### src/hdc_pkg.sv
// package: register map, field layout, reset values and timing for the headset detect control registers
package hdc_pkg;

  // register offsets
  localparam logic [7:0] OFS_DAC_FILT   = 8'h0c;
  localparam logic [7:0] OFS_DET_A      = 8'h0d;
  localparam logic [7:0] OFS_DET_B      = 8'h0e;
  localparam logic [7:0] OFS_ADC_GAIN   = 8'h0f;
  localparam logic [7:0] OFS_IRQ_STATUS = 8'h10;
  localparam logic [7:0] OFS_IRQ_MASK   = 8'h11;

  // dac_filter_enables fields
  localparam int BIT_L_EFFECTS = 3;
  localparam int BIT_L_DEEMPH  = 2;
  localparam int BIT_R_EFFECTS = 1;
  localparam int BIT_R_DEEMPH  = 0;

  // headset_detect_ctrl_a fields
  localparam int BIT_DET_EN    = 7;
  localparam int POS_HS_TYPE   = 5;
  localparam int POS_JACK_DEB  = 2;
  localparam int POS_BTN_DEB   = 0;

  // headset_detect_ctrl_b fields
  localparam int BIT_AC_COUPLED = 7;
  localparam int BIT_FULLY_DIFF = 6;
  localparam int BIT_BTN_FLAG   = 5;
  localparam int BIT_HS_FLAG    = 4;
  localparam int BIT_PSEUDO_DIFF = 3;

  // left_adc_gain_ctrl fields
  localparam int BIT_PGS_MUTE = 7;

  // interrupt status / mask fields
  localparam int IRQ_W       = 2;
  localparam int BIT_IRQ_BTN = 0;
  localparam int BIT_IRQ_JACK = 1;

  // reset values
  localparam logic [3:0]       DAC_FILT_RST = 4'h0;
  localparam logic [7:0]       DET_A_RST    = 8'h00;
  localparam logic [7:0]       DET_B_RST    = 8'h00;
  localparam logic             PGS_MUTE_RST = 1'b1;
  localparam logic [IRQ_W-1:0] IRQ_RST      = 2'h0;

  // debounce timing
  localparam int CLK_PERIOD_NS  = 10;
  localparam int TICK_PERIOD_MS = 1;
  localparam int NS_PER_MS      = 1000000;
  localparam int CLKS_PER_MS    = (TICK_PERIOD_MS * NS_PER_MS) / CLK_PERIOD_NS;
  localparam int DEB_SAMPLES    = 8;
  localparam logic [2:0] JACK_DEB_MAX = 3'h5;

  typedef struct packed {
    logic left_effects_en;
    logic left_deemph_en;
    logic right_effects_en;
    logic right_deemph_en;
    logic hp_ac_coupled;
    logic stereo_fully_diff;
    logic stereo_pseudo_diff;
    logic left_programmable_gain_stage_mute;
  } hdc_ctrl_t;

  typedef struct packed {
    logic cellular;
    logic stereo;
  } hdc_hs_sense_t;

endpackage

### src/hdc_regs.sv
// headset detect control registers: filter enables, jack and button debounce, driver configuration, mute
`timescale 1ns/1ps
`default_nettype none

// debouncer: output follows the input once it held one level for DEB_SAMPLES sample ticks in a row
module hdc_debounce #(
  parameter int W       = 1,
  parameter int SAMPLES = 8
) (
  input  wire logic         sys_clk,
  input  wire logic         resetn,
  input  wire logic         clear,
  input  wire logic         bypass,
  input  wire logic         sample_tick,
  input  wire logic [W-1:0] raw,
  output logic      [W-1:0] stable
);

  localparam int CW = $clog2(SAMPLES + 1);
  localparam logic [CW-1:0] LAST = CW'(SAMPLES - 1);
  logic [CW-1:0] match_cnt_r;
  logic [W-1:0]  cand_r;
  logic [W-1:0]  stable_r;

  if (SAMPLES < 2) $error("hdc_debounce needs at least two samples");
  always_ff @(posedge sys_clk) begin
    if (!resetn || clear) begin
      match_cnt_r <= '0;
      cand_r      <= '0;
    end else if (sample_tick) begin
      // a sample that differs from the candidate restarts the count
      if (raw != cand_r) begin
        cand_r      <= raw;
        match_cnt_r <= '0;
      end else if (match_cnt_r != LAST) begin
        match_cnt_r <= match_cnt_r + 1'b1;
      end
    end
  end

  always_ff @(posedge sys_clk) begin
    if (!resetn || clear) begin
      stable_r <= '0;
    end else if (bypass) begin
      stable_r <= raw;
    end else if (sample_tick && raw == cand_r && match_cnt_r == LAST - 1'b1) begin
      stable_r <= raw;
    end
  end

  assign stable = stable_r;

endmodule

// Overview of operation
// Left and right dac effects filter enables sit at bits 3 and 1 of dac_filter_enables, 1 inserts, reset 0.
// Left and right de-emphasis enables sit at bits 2 and 0 of dac_filter_enables, 1 inserts, reset 0.
// Bit 7 of headset_detect_ctrl_a enables headset detection, reset 0.
// Bits 6-5 of headset_detect_ctrl_a read the detected type: none, stereo, cellular or both.
// Jack debounce code 0 gives 16 ms on a 2 ms sample tick and each code up to 5 doubles both.
// Software never programs jack debounce codes 6 or 7.
// Button debounce code 0 is none, codes 1 to 3 give 8, 16, 32 ms on 1, 2, 4 ms ticks.
// Bit 7 of headset_detect_ctrl_b selects ac-coupled (1) or capless (0) outputs, reset 0.
// Bit 6 of headset_detect_ctrl_b flags a stereo fully-differential output, reset 0.
// Bit 3 of headset_detect_ctrl_b flags a stereo pseudo-differential output, reset 0.
// Software never sets bits 6 and 3 of headset_detect_ctrl_b together.
// The button flag at bit 5 sets on a debounced press and is cleared by reading the register.
// The headset flag at bit 4 reads 1 while a headset is detected, reset 0.
// Bits 2-0 of headset_detect_ctrl_b are reserved, read 0 and are written with zeros.
// Bit 7 of left_adc_gain_ctrl mutes the left programmable gain stage and resets to 1.
// A debounced status changes only after the input held one level for every tick of the period; disabling detection zeroes it at once.
module hdc_regs
  import hdc_pkg::*;
#(
  parameter int CLKS_PER_MS_P = CLKS_PER_MS
) (
  input  wire logic          sys_clk,
  input  wire logic          resetn,
  input  wire logic [7:0]    reg_addr,
  input  wire logic [7:0]    reg_wdata,
  input  wire logic          reg_wr_stb,
  input  wire logic          reg_rd_stb,
  output logic      [7:0]    reg_rdata,
  input  wire hdc_pkg::hdc_hs_sense_t hs_sense,
  input  wire logic          button_sense,
  output hdc_pkg::hdc_ctrl_t ctrl,
  output logic               irq
);
  import hdc_pkg::*;

  localparam int MSW = $clog2(CLKS_PER_MS_P);
  if (CLKS_PER_MS_P < 2) $error("hdc_regs: CLKS_PER_MS_P must be at least 2");

  // bus decode
  logic wr_dac, wr_det_a, wr_det_b, wr_gain, wr_status, wr_mask, rd_det_b;
  assign wr_dac    = reg_wr_stb && reg_addr == OFS_DAC_FILT;
  assign wr_det_a  = reg_wr_stb && reg_addr == OFS_DET_A;
  assign wr_det_b  = reg_wr_stb && reg_addr == OFS_DET_B;
  assign wr_gain   = reg_wr_stb && reg_addr == OFS_ADC_GAIN;
  assign wr_status = reg_wr_stb && reg_addr == OFS_IRQ_STATUS;
  assign wr_mask   = reg_wr_stb && reg_addr == OFS_IRQ_MASK;
  assign rd_det_b  = reg_rd_stb && reg_addr == OFS_DET_B;

  // software controlled state
  logic [3:0] dac_filt_r;
  logic       det_en_r;
  logic [2:0] jack_deb_r;
  logic [1:0] btn_deb_r;
  logic       ac_coupled_r;
  logic       fully_diff_r;
  logic       pseudo_diff_r;
  logic       pgs_mute_r;
  always_ff @(posedge sys_clk) begin
    if (!resetn) begin
      dac_filt_r <= DAC_FILT_RST;
    end else if (wr_dac) begin
      dac_filt_r <= reg_wdata[3:0];
    end
  end

  always_ff @(posedge sys_clk) begin
    if (!resetn) begin
      det_en_r   <= DET_A_RST[BIT_DET_EN];
      jack_deb_r <= DET_A_RST[POS_JACK_DEB +: 3];
      btn_deb_r  <= DET_A_RST[POS_BTN_DEB +: 2];
    end else if (wr_det_a) begin
      det_en_r   <= reg_wdata[BIT_DET_EN];
      jack_deb_r <= reg_wdata[POS_JACK_DEB +: 3];
      btn_deb_r  <= reg_wdata[POS_BTN_DEB +: 2];
    end
  end

  // reserved bits 2-0 are not stored, so they always read back zero
  always_ff @(posedge sys_clk) begin
    if (!resetn) begin
      ac_coupled_r  <= DET_B_RST[BIT_AC_COUPLED];
      fully_diff_r  <= DET_B_RST[BIT_FULLY_DIFF];
      pseudo_diff_r <= DET_B_RST[BIT_PSEUDO_DIFF];
    end else if (wr_det_b) begin
      ac_coupled_r  <= reg_wdata[BIT_AC_COUPLED];
      fully_diff_r  <= reg_wdata[BIT_FULLY_DIFF];
      pseudo_diff_r <= reg_wdata[BIT_PSEUDO_DIFF];
    end
  end

  always_ff @(posedge sys_clk) begin
    if (!resetn) begin
      pgs_mute_r <= PGS_MUTE_RST;
    end else if (wr_gain) begin
      pgs_mute_r <= reg_wdata[BIT_PGS_MUTE];
    end
  end

  // both configuration bits are driven as written; keeping them exclusive is left to software
  always_comb begin
    ctrl.left_effects_en                   = dac_filt_r[BIT_L_EFFECTS];
    ctrl.left_deemph_en                    = dac_filt_r[BIT_L_DEEMPH];
    ctrl.right_effects_en                  = dac_filt_r[BIT_R_EFFECTS];
    ctrl.right_deemph_en                   = dac_filt_r[BIT_R_DEEMPH];
    ctrl.hp_ac_coupled                     = ac_coupled_r;
    ctrl.stereo_fully_diff                 = fully_diff_r;
    ctrl.stereo_pseudo_diff                = pseudo_diff_r;
    ctrl.left_programmable_gain_stage_mute = pgs_mute_r;
  end

  // pin synchronisers
  logic [2:0] sense_meta_r;
  logic [2:0] sense_sync_r;
  always_ff @(posedge sys_clk) begin
    if (!resetn) begin
      sense_meta_r <= 3'h0;
      sense_sync_r <= 3'h0;
    end else begin
      sense_meta_r <= {button_sense, hs_sense};
      sense_sync_r <= sense_meta_r;
    end
  end

  // millisecond tick
  logic [MSW-1:0] clk_cnt_r;
  logic           ms_tick_r;
  logic [6:0]     ms_cnt_r;
  always_ff @(posedge sys_clk) begin
    if (!resetn) begin
      clk_cnt_r <= '0;
      ms_tick_r <= 1'b0;
    end else if (clk_cnt_r == MSW'(CLKS_PER_MS_P - 1)) begin
      clk_cnt_r <= '0;
      ms_tick_r <= 1'b1;
    end else begin
      clk_cnt_r <= clk_cnt_r + 1'b1;
      ms_tick_r <= 1'b0;
    end
  end

  always_ff @(posedge sys_clk) begin
    if (!resetn) begin
      ms_cnt_r <= 7'h00;
    end else if (ms_tick_r) begin
      ms_cnt_r <= ms_cnt_r + 1'b1;
    end
  end

  // sample ticks: jack every 2<<code ms (64 ms for codes 5 to 7), button every 1<<(code-1) ms, both eight samples per period
  logic [6:0] jack_mask;
  logic [6:0] btn_mask;
  logic       jack_tick;
  logic       btn_tick;
  always_comb begin
    case (jack_deb_r)
      3'h0:    jack_mask = 7'h01;
      3'h1:    jack_mask = 7'h03;
      3'h2:    jack_mask = 7'h07;
      3'h3:    jack_mask = 7'h0f;
      3'h4:    jack_mask = 7'h1f;
      3'h5:    jack_mask = 7'h3f;
      default: jack_mask = 7'h3f;
    endcase
  end

  always_comb begin
    case (btn_deb_r)
      2'h1:    btn_mask = 7'h00;
      2'h2:    btn_mask = 7'h01;
      2'h3:    btn_mask = 7'h03;
      default: btn_mask = 7'h00;
    endcase
  end

  assign jack_tick = ms_tick_r && (ms_cnt_r & jack_mask) == 7'h00;
  assign btn_tick  = ms_tick_r && (ms_cnt_r & btn_mask) == 7'h00;

  // debounced jack and button
  logic [1:0] hs_type;
  logic       btn_stable;
  logic       btn_stable_d_r;
  hdc_debounce #(
    .W       (2),
    .SAMPLES (DEB_SAMPLES)
  ) u_jack_deb (
    .sys_clk     (sys_clk),
    .resetn      (resetn),
    .clear       (!det_en_r),
    .bypass      (1'b0),
    .sample_tick (jack_tick),
    .raw         (sense_sync_r[1:0]),
    .stable      (hs_type)
  );

  hdc_debounce #(
    .W       (1),
    .SAMPLES (DEB_SAMPLES)
  ) u_btn_deb (
    .sys_clk     (sys_clk),
    .resetn      (resetn),
    .clear       (!det_en_r),
    .bypass      (btn_deb_r == 2'h0),
    .sample_tick (btn_tick),
    .raw         (sense_sync_r[2]),
    .stable      (btn_stable)
  );

  logic hs_present;
  logic hs_present_d_r;
  logic btn_press;
  logic jack_change;
  assign hs_present = |hs_type;

  always_ff @(posedge sys_clk) begin
    if (!resetn) begin
      btn_stable_d_r <= 1'b0;
      hs_present_d_r <= 1'b0;
    end else begin
      btn_stable_d_r <= btn_stable;
      hs_present_d_r <= hs_present;
    end
  end

  // a press only counts while detection runs and a headset is in
  assign btn_press   = btn_stable && !btn_stable_d_r && hs_present;
  assign jack_change = hs_present != hs_present_d_r;

  // sticky button flag
  logic btn_flag_r;
  always_ff @(posedge sys_clk) begin
    if (!resetn) begin
      btn_flag_r <= 1'b0;
    end else if (btn_press) begin
      btn_flag_r <= 1'b1;
    end else if (rd_det_b) begin
      btn_flag_r <= 1'b0;
    end
  end

  // interrupt status and mask
  logic [IRQ_W-1:0] irq_status_r;
  logic [IRQ_W-1:0] irq_mask_r;
  logic [IRQ_W-1:0] irq_set;
  always_comb begin
    irq_set               = '0;
    irq_set[BIT_IRQ_BTN]  = btn_press;
    irq_set[BIT_IRQ_JACK] = jack_change;
  end

  // a new event in the clearing cycle survives the write of one
  always_ff @(posedge sys_clk) begin
    if (!resetn) begin
      irq_status_r <= IRQ_RST;
    end else begin
      irq_status_r <= (irq_status_r & ~(wr_status ? reg_wdata[IRQ_W-1:0] : '0)) | irq_set;
    end
  end

  always_ff @(posedge sys_clk) begin
    if (!resetn) begin
      irq_mask_r <= IRQ_RST;
    end else if (wr_mask) begin
      irq_mask_r <= reg_wdata[IRQ_W-1:0];
    end
  end

  assign irq = |(irq_status_r & irq_mask_r);

  // read path
  logic [7:0] rd_mux;
  logic [7:0] rdata_r;
  always_comb begin
    rd_mux = 8'h00;
    case (reg_addr)
      OFS_DAC_FILT:   rd_mux[3:0] = dac_filt_r;
      OFS_DET_A: begin
        rd_mux[BIT_DET_EN]          = det_en_r;
        rd_mux[POS_HS_TYPE +: 2]    = hs_type;
        rd_mux[POS_JACK_DEB +: 3]   = jack_deb_r;
        rd_mux[POS_BTN_DEB +: 2]    = btn_deb_r;
      end
      OFS_DET_B: begin
        rd_mux[BIT_AC_COUPLED]  = ac_coupled_r;
        rd_mux[BIT_FULLY_DIFF]  = fully_diff_r;
        rd_mux[BIT_BTN_FLAG]    = btn_flag_r;
        rd_mux[BIT_HS_FLAG]     = hs_present;
        rd_mux[BIT_PSEUDO_DIFF] = pseudo_diff_r;
        rd_mux[2:0]             = 3'h0;
      end
      OFS_ADC_GAIN:   rd_mux[BIT_PGS_MUTE] = pgs_mute_r;
      OFS_IRQ_STATUS: rd_mux[IRQ_W-1:0] = irq_status_r;
      OFS_IRQ_MASK:   rd_mux[IRQ_W-1:0] = irq_mask_r;
      default:        rd_mux = 8'h00;
    endcase
  end

  // data stands only in the cycle after the read strobe
  always_ff @(posedge sys_clk) begin
    if (!resetn) begin
      rdata_r <= 8'h00;
    end else if (reg_rd_stb) begin
      rdata_r <= rd_mux;
    end else begin
      rdata_r <= 8'h00;
    end
  end

  assign reg_rdata = rdata_r;

endmodule

`default_nettype wire

### config.mk
export PLATFORM = sky130hd
export DESIGN_NAME = hdc_regs
export DESIGN_NICKNAME = d
export VERILOG_FILES = /design/src/hdc_pkg.sv /design/src/hdc_regs.sv
export SDC_FILE = /design/constraint.sdc
export NUM_CORES = 1
export LEC_CHECK = 0
export BUFFER_PORTS_ARGS = -buffer_cell sky130_fd_sc_hd__buf_2
export CAP_MARGIN = 40
export CORE_MARGIN = 3
export CORE_UTILIZATION = 57
export CTS_CLUSTER_DIAMETER = 120
export DETAILED_ROUTE_END_ITERATION = 16
export PLACE_DENSITY = 0.79
export SYNTH_ARGS = -nofsm -noshare
export SYNTH_HDL_FRONTEND = slang
export SYNTH_SLANG_ARGS = --single-unit
### constraint.sdc
create_clock -name sys_clk -period 2.4 [get_ports sys_clk]
set_input_delay 0.24 -clock sys_clk [delete_from_list [all_inputs] [get_ports sys_clk]]
set_output_delay 0.24 -clock sys_clk [all_outputs]
set_load 0.02 [all_outputs]
==> metrics.txt, run 1 <==
result of the run=finished clean; Initial Util=0.611; post-route setup TNS=0 ns; via density per instance=5.67; worst-case clock skew=0.00884 ns; max cap viols=0; Crit path buffers/inverters=0; clock tree from TritonCTS=done; Critical Path Source Type=flip-flop; detailed placement HPWL=4720 um; Critical Path Stages=5; antenna violations before repair=0; post-synth cell types=51; TritonCTS buffer count=9; combined area of all synthesized cells=3240 um2; slew of the pin with the lowest slew margin=0.610 ns; total wirelength of the detailed-routed design=6590 um; cts hold-fix bufs=0; global-route wire length before repair=11,000 um; Inserted Diodes=0; sequential element share of the synthesized area=0.451; height of the chip=81.4 um; leakage dissipation=1.47 nW; number of flops mapped to enable cells by yosys=0; synthesized netlist cell count=356; Max rail drop VDD=0.509 mV; R2R cell count=5; number of nets at the end of the flow=421; total number of vias=2,647; cell type group with the largest total delay on the critical path=simple AND/OR/NAND/NOR gates; number of standard cells in the final layout excluding fillers=467; area overhead of the layout relative to synthesis=12.9%; number of nets still failing antenna checks after routing=0; Clock Root Buffer=sky130_fd_sc_hd__clkbuf_8; CTS H-tree lvls=3; Power Dens Cells=616 nW/um2; primary flip-flop cell chosen by synthesis mapping=sky130_fd_sc_hd__dfxtp_1; initial DRC count=188; setup repair after global routing missed its margin=false; Final Max Tran Viols=0; maximum operating frequency=527 MHz; number of I/O pins=40; die outline area=6620 um2; most common library cells after synthesis=sky130_fd_sc_hd__dfxtp_1, sky130_fd_sc_hd__nor2_1, sky130_fd_sc_hd__mux2i_1; placeable core region=5300 um2; final count of hold timing violations=0; number of synthesis warnings=0; DR pass1 iterations=4; clk_lat worst skew=0.35 ns; biggest area consumer among synthesized cells=sky130_fd_sc_hd__dfxtp_1; worst hold stages=2; mean cell area of the mapped netlist=9.10 um2; minimum clock period after layout=1.90 ns; Post-CTS Setup Inserts=0; area share of the leading cell type in the synthesized netlist=0.451; total power after layout=2.25 mW; wire length per cell=14.1 um; Worst Hold Class=input pin to flip-flop; Total Routing Usage GR=0.219; final RePlAce weighted congestion=0.786; maximum clock insertion buffer count=2; Resized Gates After CTS=0; cell count after placement=451; FF+latch count, synth=73; leading cell types by total area after synthesis=sky130_fd_sc_hd__dfxtp_1, sky130_fd_sc_hd__mux2i_1, sky130_fd_sc_hd__nor2_1, sky130_fd_sc_hd__xnor2_1, sky130_fd_sc_hd__nand4_1; share of synthesized flip-flops with an asynchronous set or reset=0; setup-violating endpoint count in the final report=0; DRC violations left=0; Setup Crit Path Kind=flip-flop to flip-flop; fin crit share=0.790; required time reported for the critical path endpoint=2.68 ns; cell with the largest stage delay on the worst path=sky130_fd_sc_hd__or4_1; Remaining Overflow, GRT=0; PortBufs=38; worst-path cell chain=ha_1 -> nand3_1 -> or3_4 -> or4_1 -> a21oi_1; via count of the first global-routing pass=2,458; Rel. slew slack=0.589; top fanout value on the critical path=4; clock slew seen by the registers of the worst setup and hold paths=0.07 ns; layout cell share with drive strength beyond 1=0.159; die outline width=81.4 um; synthesized net count=385; total clock sinks=73; arrival time worst endpoint=2.17 ns; Critical Path Max Stage Delay=0.48 ns; Core Rows=26; most common cell in the netlist=sky130_fd_sc_hd__dfxtp_1; pin count of the biggest net entering global routing=18; critical path endpoint category=flip-flop
-- placed cells by master, fill, tap and decap left out, types with 12 or more instances in the layout --
cell and count:
sky130_fd_sc_hd__xnor2_1 12, sky130_fd_sc_hd__a21oi_1 15, sky130_fd_sc_hd__nand4_1 16, sky130_fd_sc_hd__nand2_1 20, sky130_fd_sc_hd__mux2i_1 27, sky130_fd_sc_hd__nor2_1 54, sky130_fd_sc_hd__dfxtp_1 73, sky130_fd_sc_hd__buf_2 38
-- report_power, final --
group	switching, mW	leakage, nW	internal (mW)	total [mW]
registers	0.00716	0.590	1.22	1.23
clock network	0.440	0.0953	0.505	0.945
logic	0.0502	0.790	0.0315	0.0817
total	0.497	1.47	1.76	2.25
-- stage by stage --
| stage | util | area [um2] | hold WS, ns | setup WS, ns |
|---|---|---|---|---|
| after floorplan | - | 3240 | 0.365 | 0.676 |
| after global placement | 0.652 | 3460 | 0.416 | 0.580 |
| after detailed placement | 0.652 | 3460 | 0.424 | 0.513 |
| after CTS | 0.689 | 3660 | 0.0743 | 0.504 |
| after global routing | 0.689 | 3660 | 0.0795 | 0.359 |
| final | 0.689 | 3660 | 0.0950 | 0.504 |
-- routing by layer --
| layer | track usage | wire length [um] |
|---|---|---|
| met2 | 0.360 | 3120 |
| met4 | 0.0828 | 107 |
| met3 | 0.0732 | 350 |
| met5 | 0 | 0 |
| met1 | 0.263 | 3010 |
-- cell families (layout without fill, tap and decap cells) --
logic type               count (synthesis)  after routing  synth area share
AND/OR/NAND/NOR                        152            152             0.244
flip-flops                              73             73             0.451
AO/OA/AOI/OAI                           54             54             0.107
multiplexers                            28             28            0.0869
buffers and inverters                   22             63            0.0305
XOR/XNOR                                21             21            0.0568
adder cells (fa/ha/maj)                  6              6            0.0232
-- worst paths after layout --
check,startpoint,to,slack (ns)
min,hs_sense[1],sense_meta_r[1]$_SDFF_PN0_,0.1
max reg2reg,clk_cnt_r[0]$_SDFF_PP0_,clk_cnt_r[16]$_SDFF_PP0_,0.50
min reg2reg,sense_meta_r[2]$_SDFF_PN0_,sense_sync_r[2]$_SDFF_PN0_,0.44
max,clk_cnt_r[0]$_SDFF_PP0_,clk_cnt_r[16]$_SDFF_PP0_,0.50
-- cell type report --
cell class,instances,area (um2)
clock buffers,11,141
flip-flops and latches,73,1460
well taps,70,87.6
multi-input cells,261,1680
clock inverters,5,55.1
fillers,448,1650
inverters,7,26.3
repair buffers,40,205
-- sequential cells by signal, indices dropped and copies added, names as in the netlist, 3 cells and up --
signal and cells:
ms_cnt_r 6, clk_cnt_r 17, u_btn_deb.match_cnt_r 4, sense_sync_r 3, u_jack_deb.match_cnt_r 4, reg_rdata 8, jack_deb_r 3, dac_filt_r 4
sense_meta_r 3
No activity file was read; power rests on OpenSTA's default activity.
==> run 2: changes to the inputs <==
--- a/config.mk
+++ b/config.mk
@@ -8,10 +8,10 @@
 export BUFFER_PORTS_ARGS = -buffer_cell sky130_fd_sc_hd__buf_2
 export CAP_MARGIN = 40
 export CORE_MARGIN = 3
-export CORE_UTILIZATION = 57
+export CORE_UTILIZATION = 52
 export CTS_CLUSTER_DIAMETER = 120
 export DETAILED_ROUTE_END_ITERATION = 16
-export PLACE_DENSITY = 0.79
+export PLACE_DENSITY = 0.75
 export SYNTH_ARGS = -nofsm -noshare
 export SYNTH_HDL_FRONTEND = slang
 export SYNTH_SLANG_ARGS = --single-unit
==> constraint.sdc (replaced) <==
create_clock -name sys_clk -period 1.72 [get_ports sys_clk]
set_input_delay 0.172 -clock sys_clk [delete_from_list [all_inputs] [get_ports sys_clk]]
set_output_delay 0.172 -clock sys_clk [all_outputs]
set_load 0.02 [all_outputs]
==> run 2 against run 1 <==
Fmax is 12% higher. Die area is 8.9% higher. First-iteration DRC count is 4.3% lower. Wire length is 0.12% lower. Clock skew is 0.00060 ns lower. Critical endpoint unchanged. Largest cell class unchanged. Largest power group unchanged. Highest routed layer unchanged.
==> metrics.txt, run 2 (synthesis results as in run 1) <==
setup-violating endpoint count in the final report=0; Worst Hold Class=input pin to flip-flop; max cap viols=0; Critical Path Source Type=flip-flop; number of nets still failing antenna checks after routing=0; total clock sinks=73; CTS H-tree lvls=3; number of I/O pins=40; largest register by flop count=clk_cnt_r; final worst slack=0.0276 ns; die outline width=84.9 um; leading cell type in the layout, fill and taps excluded=sky130_fd_sc_hd__dfxtp_1; Inserted Diodes=0; PortBufs=38; critical path endpoint category=flip-flop; top fanout value on the critical path=3; combined area of the multi-input logic cells=1700 um2; Clock Root Buffer=sky130_fd_sc_hd__clkbuf_8; cell count after placement=475; final RePlAce weighted congestion=0.847; Max rail drop VDD=0.579 mV; via count of the first global-routing pass=2,529; global-route wire length before repair=11,200 um; Remaining Overflow, GRT=0; detailed placement HPWL=4730 um; number of fill cells in the layout=509; critical register-to-register path startpoint=clk_cnt_r[0]$_SDFF_PP0_; Setup Crit Path Kind=flip-flop to flip-flop; total number of vias=2,693; Core Rows=28; fin crit share=0.984; slew of the pin with the lowest slew margin=0.490 ns; die outline area=7210 um2; Initial Util=0.541; placeable core region=5990 um2; total wirelength of the detailed-routed design=6580 um; leakage dissipation=1.60 nW; clk_lat worst skew=0.34 ns; worst-case clock skew=0.00824 ns; antenna violations before repair=0; sequential cell area in the final layout=1460 um2; Crit path buffers/inverters=0; clock slew seen by the registers of the worst setup and hold paths=0.08 ns; dpl ws=0.00288 ns; number of nets at the end of the flow=441; DRC violations left=0; commonest cells after routing, fill and taps aside=sky130_fd_sc_hd__dfxtp_1, sky130_fd_sc_hd__nor2_1, sky130_fd_sc_hd__buf_2; Rel. slew slack=0.672; clock tree from TritonCTS=done; pin count of the biggest net entering global routing=24; cell type group with the largest total delay on the critical path=simple AND/OR/NAND/NOR gates; final core utilization=0.650; Power Dens Cells=900 nW/um2; cell with the largest stage delay on the worst path=sky130_fd_sc_hd__or4_4; result of the run=finished clean; TritonCTS buffer count=9; Final Max Tran Viols=0; cts hold-fix bufs=0; maximum operating frequency=591 MHz; layout cell share with drive strength beyond 1=0.218; Critical Path Max Stage Delay=0.49 ns; initial DRC count=180; required time reported for the critical path endpoint=1.99 ns; via density per instance=5.47; area overhead of the layout relative to synthesis=20.2%; Total Routing Usage GR=0.191; critical hold path startpoint=button_sense; DR pass1 iterations=4; number of standard cells in the final layout excluding fillers=492; maximum clock insertion buffer count=2; height of the chip=84.9 um; worst-path cell chain=ha_2 -> nand3_2 -> or3_4 -> or4_4 -> a21oi_2; minimum clock period after layout=1.69 ns; max reg flops=17; wire length per cell=13.4 um; arrival time worst endpoint=1.97 ns; final count of hold timing violations=0; Critical Path Start=clk_cnt_r[0]$_SDFF_PP0_
-- run 2: cell count changes in the layout (fill, tap and decap cells not counted), moves of 2 or more --
cell                        delta
sky130_fd_sc_hd__buf_4        +20
sky130_fd_sc_hd__bufinv_16     +2
sky130_fd_sc_hd__clkinv_2      -2
sky130_fd_sc_hd__dfxtp_1       -2
sky130_fd_sc_hd__dfxtp_2       +2
-- run 2: layer usage --
metal	up-vias	global-route usage	wire [um]
met5	-	0	0
met4	0	0.0964	115
li1	1377	-	-
met1	1237	0.239	3050
met3	12	0.0359	324
met2	67	0.314	3090
-- run 2: report_power, final --
part	switching (mW)	internal, mW
Clock	0.652	1.01
Combinational	0.0746	0.0597
Sequential	0.00768	1.70
-- run 2: per-stage QoR --
stage / hold slack, ns / area [um2] / setup TNS, ns / total power, mW
floorplan: 0.297 / 3240 / 0 / 1.81
global placement: 0.379 / 3610 / 0 / 1.88
detailed placement: 0.382 / 3610 / 0 / 1.88
CTS: 0.0158 / 3860 / 0 / 3.54
global route: 0.0235 / 3890 / -0.00943 / 3.61
finish: 0.0360 / 3890 / 0 / 3.50
-- run 2: final timing paths --
check,cells past startpoint,end,slack [ns]
worst max-delay path,5,clk_cnt_r[16]$_SDFF_PP0_,0.03
worst min-delay path,2,sense_meta_r[2]$_SDFF_PN0_,0.04
worst max register to register,5,clk_cnt_r[16]$_SDFF_PP0_,0.03
worst min register to register,1,sense_sync_r[2]$_SDFF_PN0_,0.44
-- run 2: worst reg2reg max path, cell delays in order, from the launching register on --
cell and delay [ns]:
sky130_fd_sc_hd__dfxtp_2 0.33, sky130_fd_sc_hd__ha_2 0.18, sky130_fd_sc_hd__nand3_2 0.09, sky130_fd_sc_hd__or3_4 0.39, sky130_fd_sc_hd__or4_4 0.49, sky130_fd_sc_hd__a21oi_2 0.14
-- run 2: area by class of cell --
class / count / area share
multi-input combinational: 261 / 0.437
inverter: 7 / 0.00675
tap: 75 / 0.0241
timing repair buffer: 60 / 0.0913
clock buffer: 10 / 0.0354
clock inverter: 6 / 0.0293
sequential: 73 / 0.376
-- run 2: repair_timing --
action / 4_1_cts / 5_1_grt
pin swaps: 0 / 1
resized for setup: 1 / 5
setup buffers: 0 / 1
setup endpoints to repair: 1 / 3
==> run 3: changes to the inputs <==
--- a/config.mk
+++ b/config.mk
@@ -7,8 +7,10 @@
 export LEC_CHECK = 0
 export BUFFER_PORTS_ARGS = -buffer_cell sky130_fd_sc_hd__buf_2
 export CAP_MARGIN = 40
+export CELL_PAD_IN_SITES_DETAIL_PLACEMENT = 1
+export CELL_PAD_IN_SITES_GLOBAL_PLACEMENT = 2
 export CORE_MARGIN = 3
-export CORE_UTILIZATION = 52
+export CORE_UTILIZATION = 32
 export CTS_CLUSTER_DIAMETER = 120
 export DETAILED_ROUTE_END_ITERATION = 16
 export PLACE_DENSITY = 0.75
==> run 3 against run 2 <==
Wire length increased by 19%. Cell area increased by 0.45%. Critical path depth unchanged. Clock skew decreased by 0.0010 ns. Sequential share of layout area decreased by 0.17 points. Global-route usage decreased by 4.2 points. Via count increased by 0.71%. Worst hold slack improved by 0.0060 ns. Utilization decreased by 25 points.
==> metrics.txt, run 3 (synthesis results as in run 1) <==
setup-violating endpoint count in the final report=0; end point of the critical path=clk_cnt_r[16]$_SDFF_PP0_; DRC violations left=0; height of the chip=107 um; antenna violations before repair=0; total clock sinks=73; DR pass1 iterations=4; top fanout value on the critical path=4; number of I/O pins=40; Clock Root Buffer=sky130_fd_sc_hd__clkbuf_8; Power Dens Cells=766 nW/um2; Critical Path Stages=5; total wirelength of the detailed-routed design=7830 um; worst-case clock skew=0.00723 ns; largest register by flop count=clk_cnt_r; critical path endpoint category=flip-flop; via count of the first global-routing pass=2,859; Critical Path Max Stage Delay=0.43 ns; CTS H-tree lvls=3; post-route setup TNS=0 ns; pin count of the biggest net entering global routing=15; slew of the pin with the lowest slew margin=0.487 ns; post-layout instance area=3910 um2; placed cell areas=3730 um2; Critical Path Source Type=flip-flop; number of nets at the end of the flow=446; arrival time worst endpoint=1.92 ns; leading cell type in the layout, fill and taps excluded=sky130_fd_sc_hd__dfxtp_1; worst-path cell chain=ha_4 -> nand3_2 -> or3_4 -> or4_4 -> a21oi_2; Final Max Tran Viols=0; clk_lat worst skew=0.33 ns; critical register-to-register path startpoint=clk_cnt_r[0]$_SDFF_PP0_; wire length per cell=14.2 um; layout cell share with drive strength beyond 1=0.218; total power after layout=3.00 mW; r2r setup slk=0.07 ns; leakage dissipation=1.59 nW; Hold Slack=0.0420 ns; max cap viols=0; Inserted Diodes=0; initial DRC count=47; R2R cell count=5; detailed placement HPWL=5950 um; setup repair after global routing missed its margin=false; maximum clock insertion buffer count=2; Core Rows=36; required time reported for the critical path endpoint=1.99 ns; fin crit share=0.961; cell with the largest stage delay on the worst path=sky130_fd_sc_hd__or4_4; number of standard cells in the final layout excluding fillers=551; via density per instance=4.92; cell type group with the largest total delay on the critical path=simple AND/OR/NAND/NOR gates; Critical Path Start=clk_cnt_r[0]$_SDFF_PP0_; clock tree from TritonCTS=done; final worst slack=0.0671 ns; final RePlAce weighted congestion=0.808; cts hold-fix bufs=0; total number of vias=2,712; minimum clock period after layout=1.65 ns; final core utilization=0.398; clock slew seen by the registers of the worst setup and hold paths=0.07 ns; Crit path buffers/inverters=0; Worst Hold Class=input pin to flip-flop; maximum operating frequency=605 MHz; PortBufs=38; max reg flops=17; placeable core region=9820 um2; commonest cells after routing, fill and taps aside=sky130_fd_sc_hd__dfxtp_1, sky130_fd_sc_hd__nor2_1, sky130_fd_sc_hd__buf_2; Remaining Overflow, GRT=0; Post-CTS Setup Inserts=0; Initial Util=0.330; result of the run=finished clean; dpl ws=-0.0196 ns; number of nets still failing antenna checks after routing=0; cell count after placement=539; die outline width=107 um; global-route wire length before repair=13,600 um; Setup Crit Path Kind=flip-flop to flip-flop; die outline area=11,400 um2; Rel. slew slack=0.674; Total Routing Usage GR=0.149; destination of the worst register-to-register timing path=clk_cnt_r[16]$_SDFF_PP0_; area overhead of the layout relative to synthesis=20.7%; final count of hold timing violations=0; TritonCTS buffer count=9; Max rail drop VDD=0.355 mV
run 3: timing repair:
item,in CTS,in global routing
setup endpoints to repair,1,1
gates resized for setup,2,4
pin swaps,2,3
run 3: layout make-up:
type                            count  area, um2
Sequential cell                    73       1460
Timing Repair Buffer               65        393
Multi-Input combinational cell    261       1700
Clock inverter                      1       5.00
Clock buffer                       11        151
Tap cell                          133        166
Fill cell                        1218       5910
Inverter                            7       26.3
run 3: worst reg2reg max path: stages, from the launching register on:
cell and delay [ns]:
sky130_fd_sc_hd__dfxtp_2 0.36, sky130_fd_sc_hd__ha_4 0.14, sky130_fd_sc_hd__nand3_2 0.09, sky130_fd_sc_hd__or3_4 0.41, sky130_fd_sc_hd__or4_4 0.43, sky130_fd_sc_hd__a21oi_2 0.16
run 3: where the power goes:
group / switching (mW) / leakage, nW / internal [mW]
Combinational: 0.0794 / 0.912 / 0.0655
Sequential: 0.0104 / 0.590 / 1.70
Clock: 0.569 / 0.0830 / 0.568
Total: 0.659 / 1.59 / 2.34
run 3: how the worst min path moves through the flow:
| stage | from | endpoint | depth (start not counted) |
|---|---|---|---|
| finish | hs_sense[1] | sense_meta_r[1]$_SDFF_PN0_ | 2 |
| global route | hs_sense[1] | sense_meta_r[1]$_SDFF_PN0_ | 2 |
| CTS | hs_sense[1] | sense_meta_r[1]$_SDFF_PN0_ | 2 |
| detailed placement | hs_sense[0] | sense_meta_r[0]$_SDFF_PN0_ | 2 |
| global placement | hs_sense[0] | sense_meta_r[0]$_SDFF_PN0_ | 2 |
| floorplan | reg_wdata[7] | pgs_mute_r$_SDFFE_PN1P_ | 2 |
run 3: layer usage:
| layer | global-route usage | vias up | part of all wire |
|---|---|---|---|
| met5 | 0 | - | 0 |
| met4 | 0.0457 | 0 | 0.015 |
| met3 | 0.0409 | 7 | 0.032 |
| met2 | 0.259 | 34 | 0.50 |
| met1 | 0.178 | 1294 | 0.45 |
| li1 | - | 1377 | - |
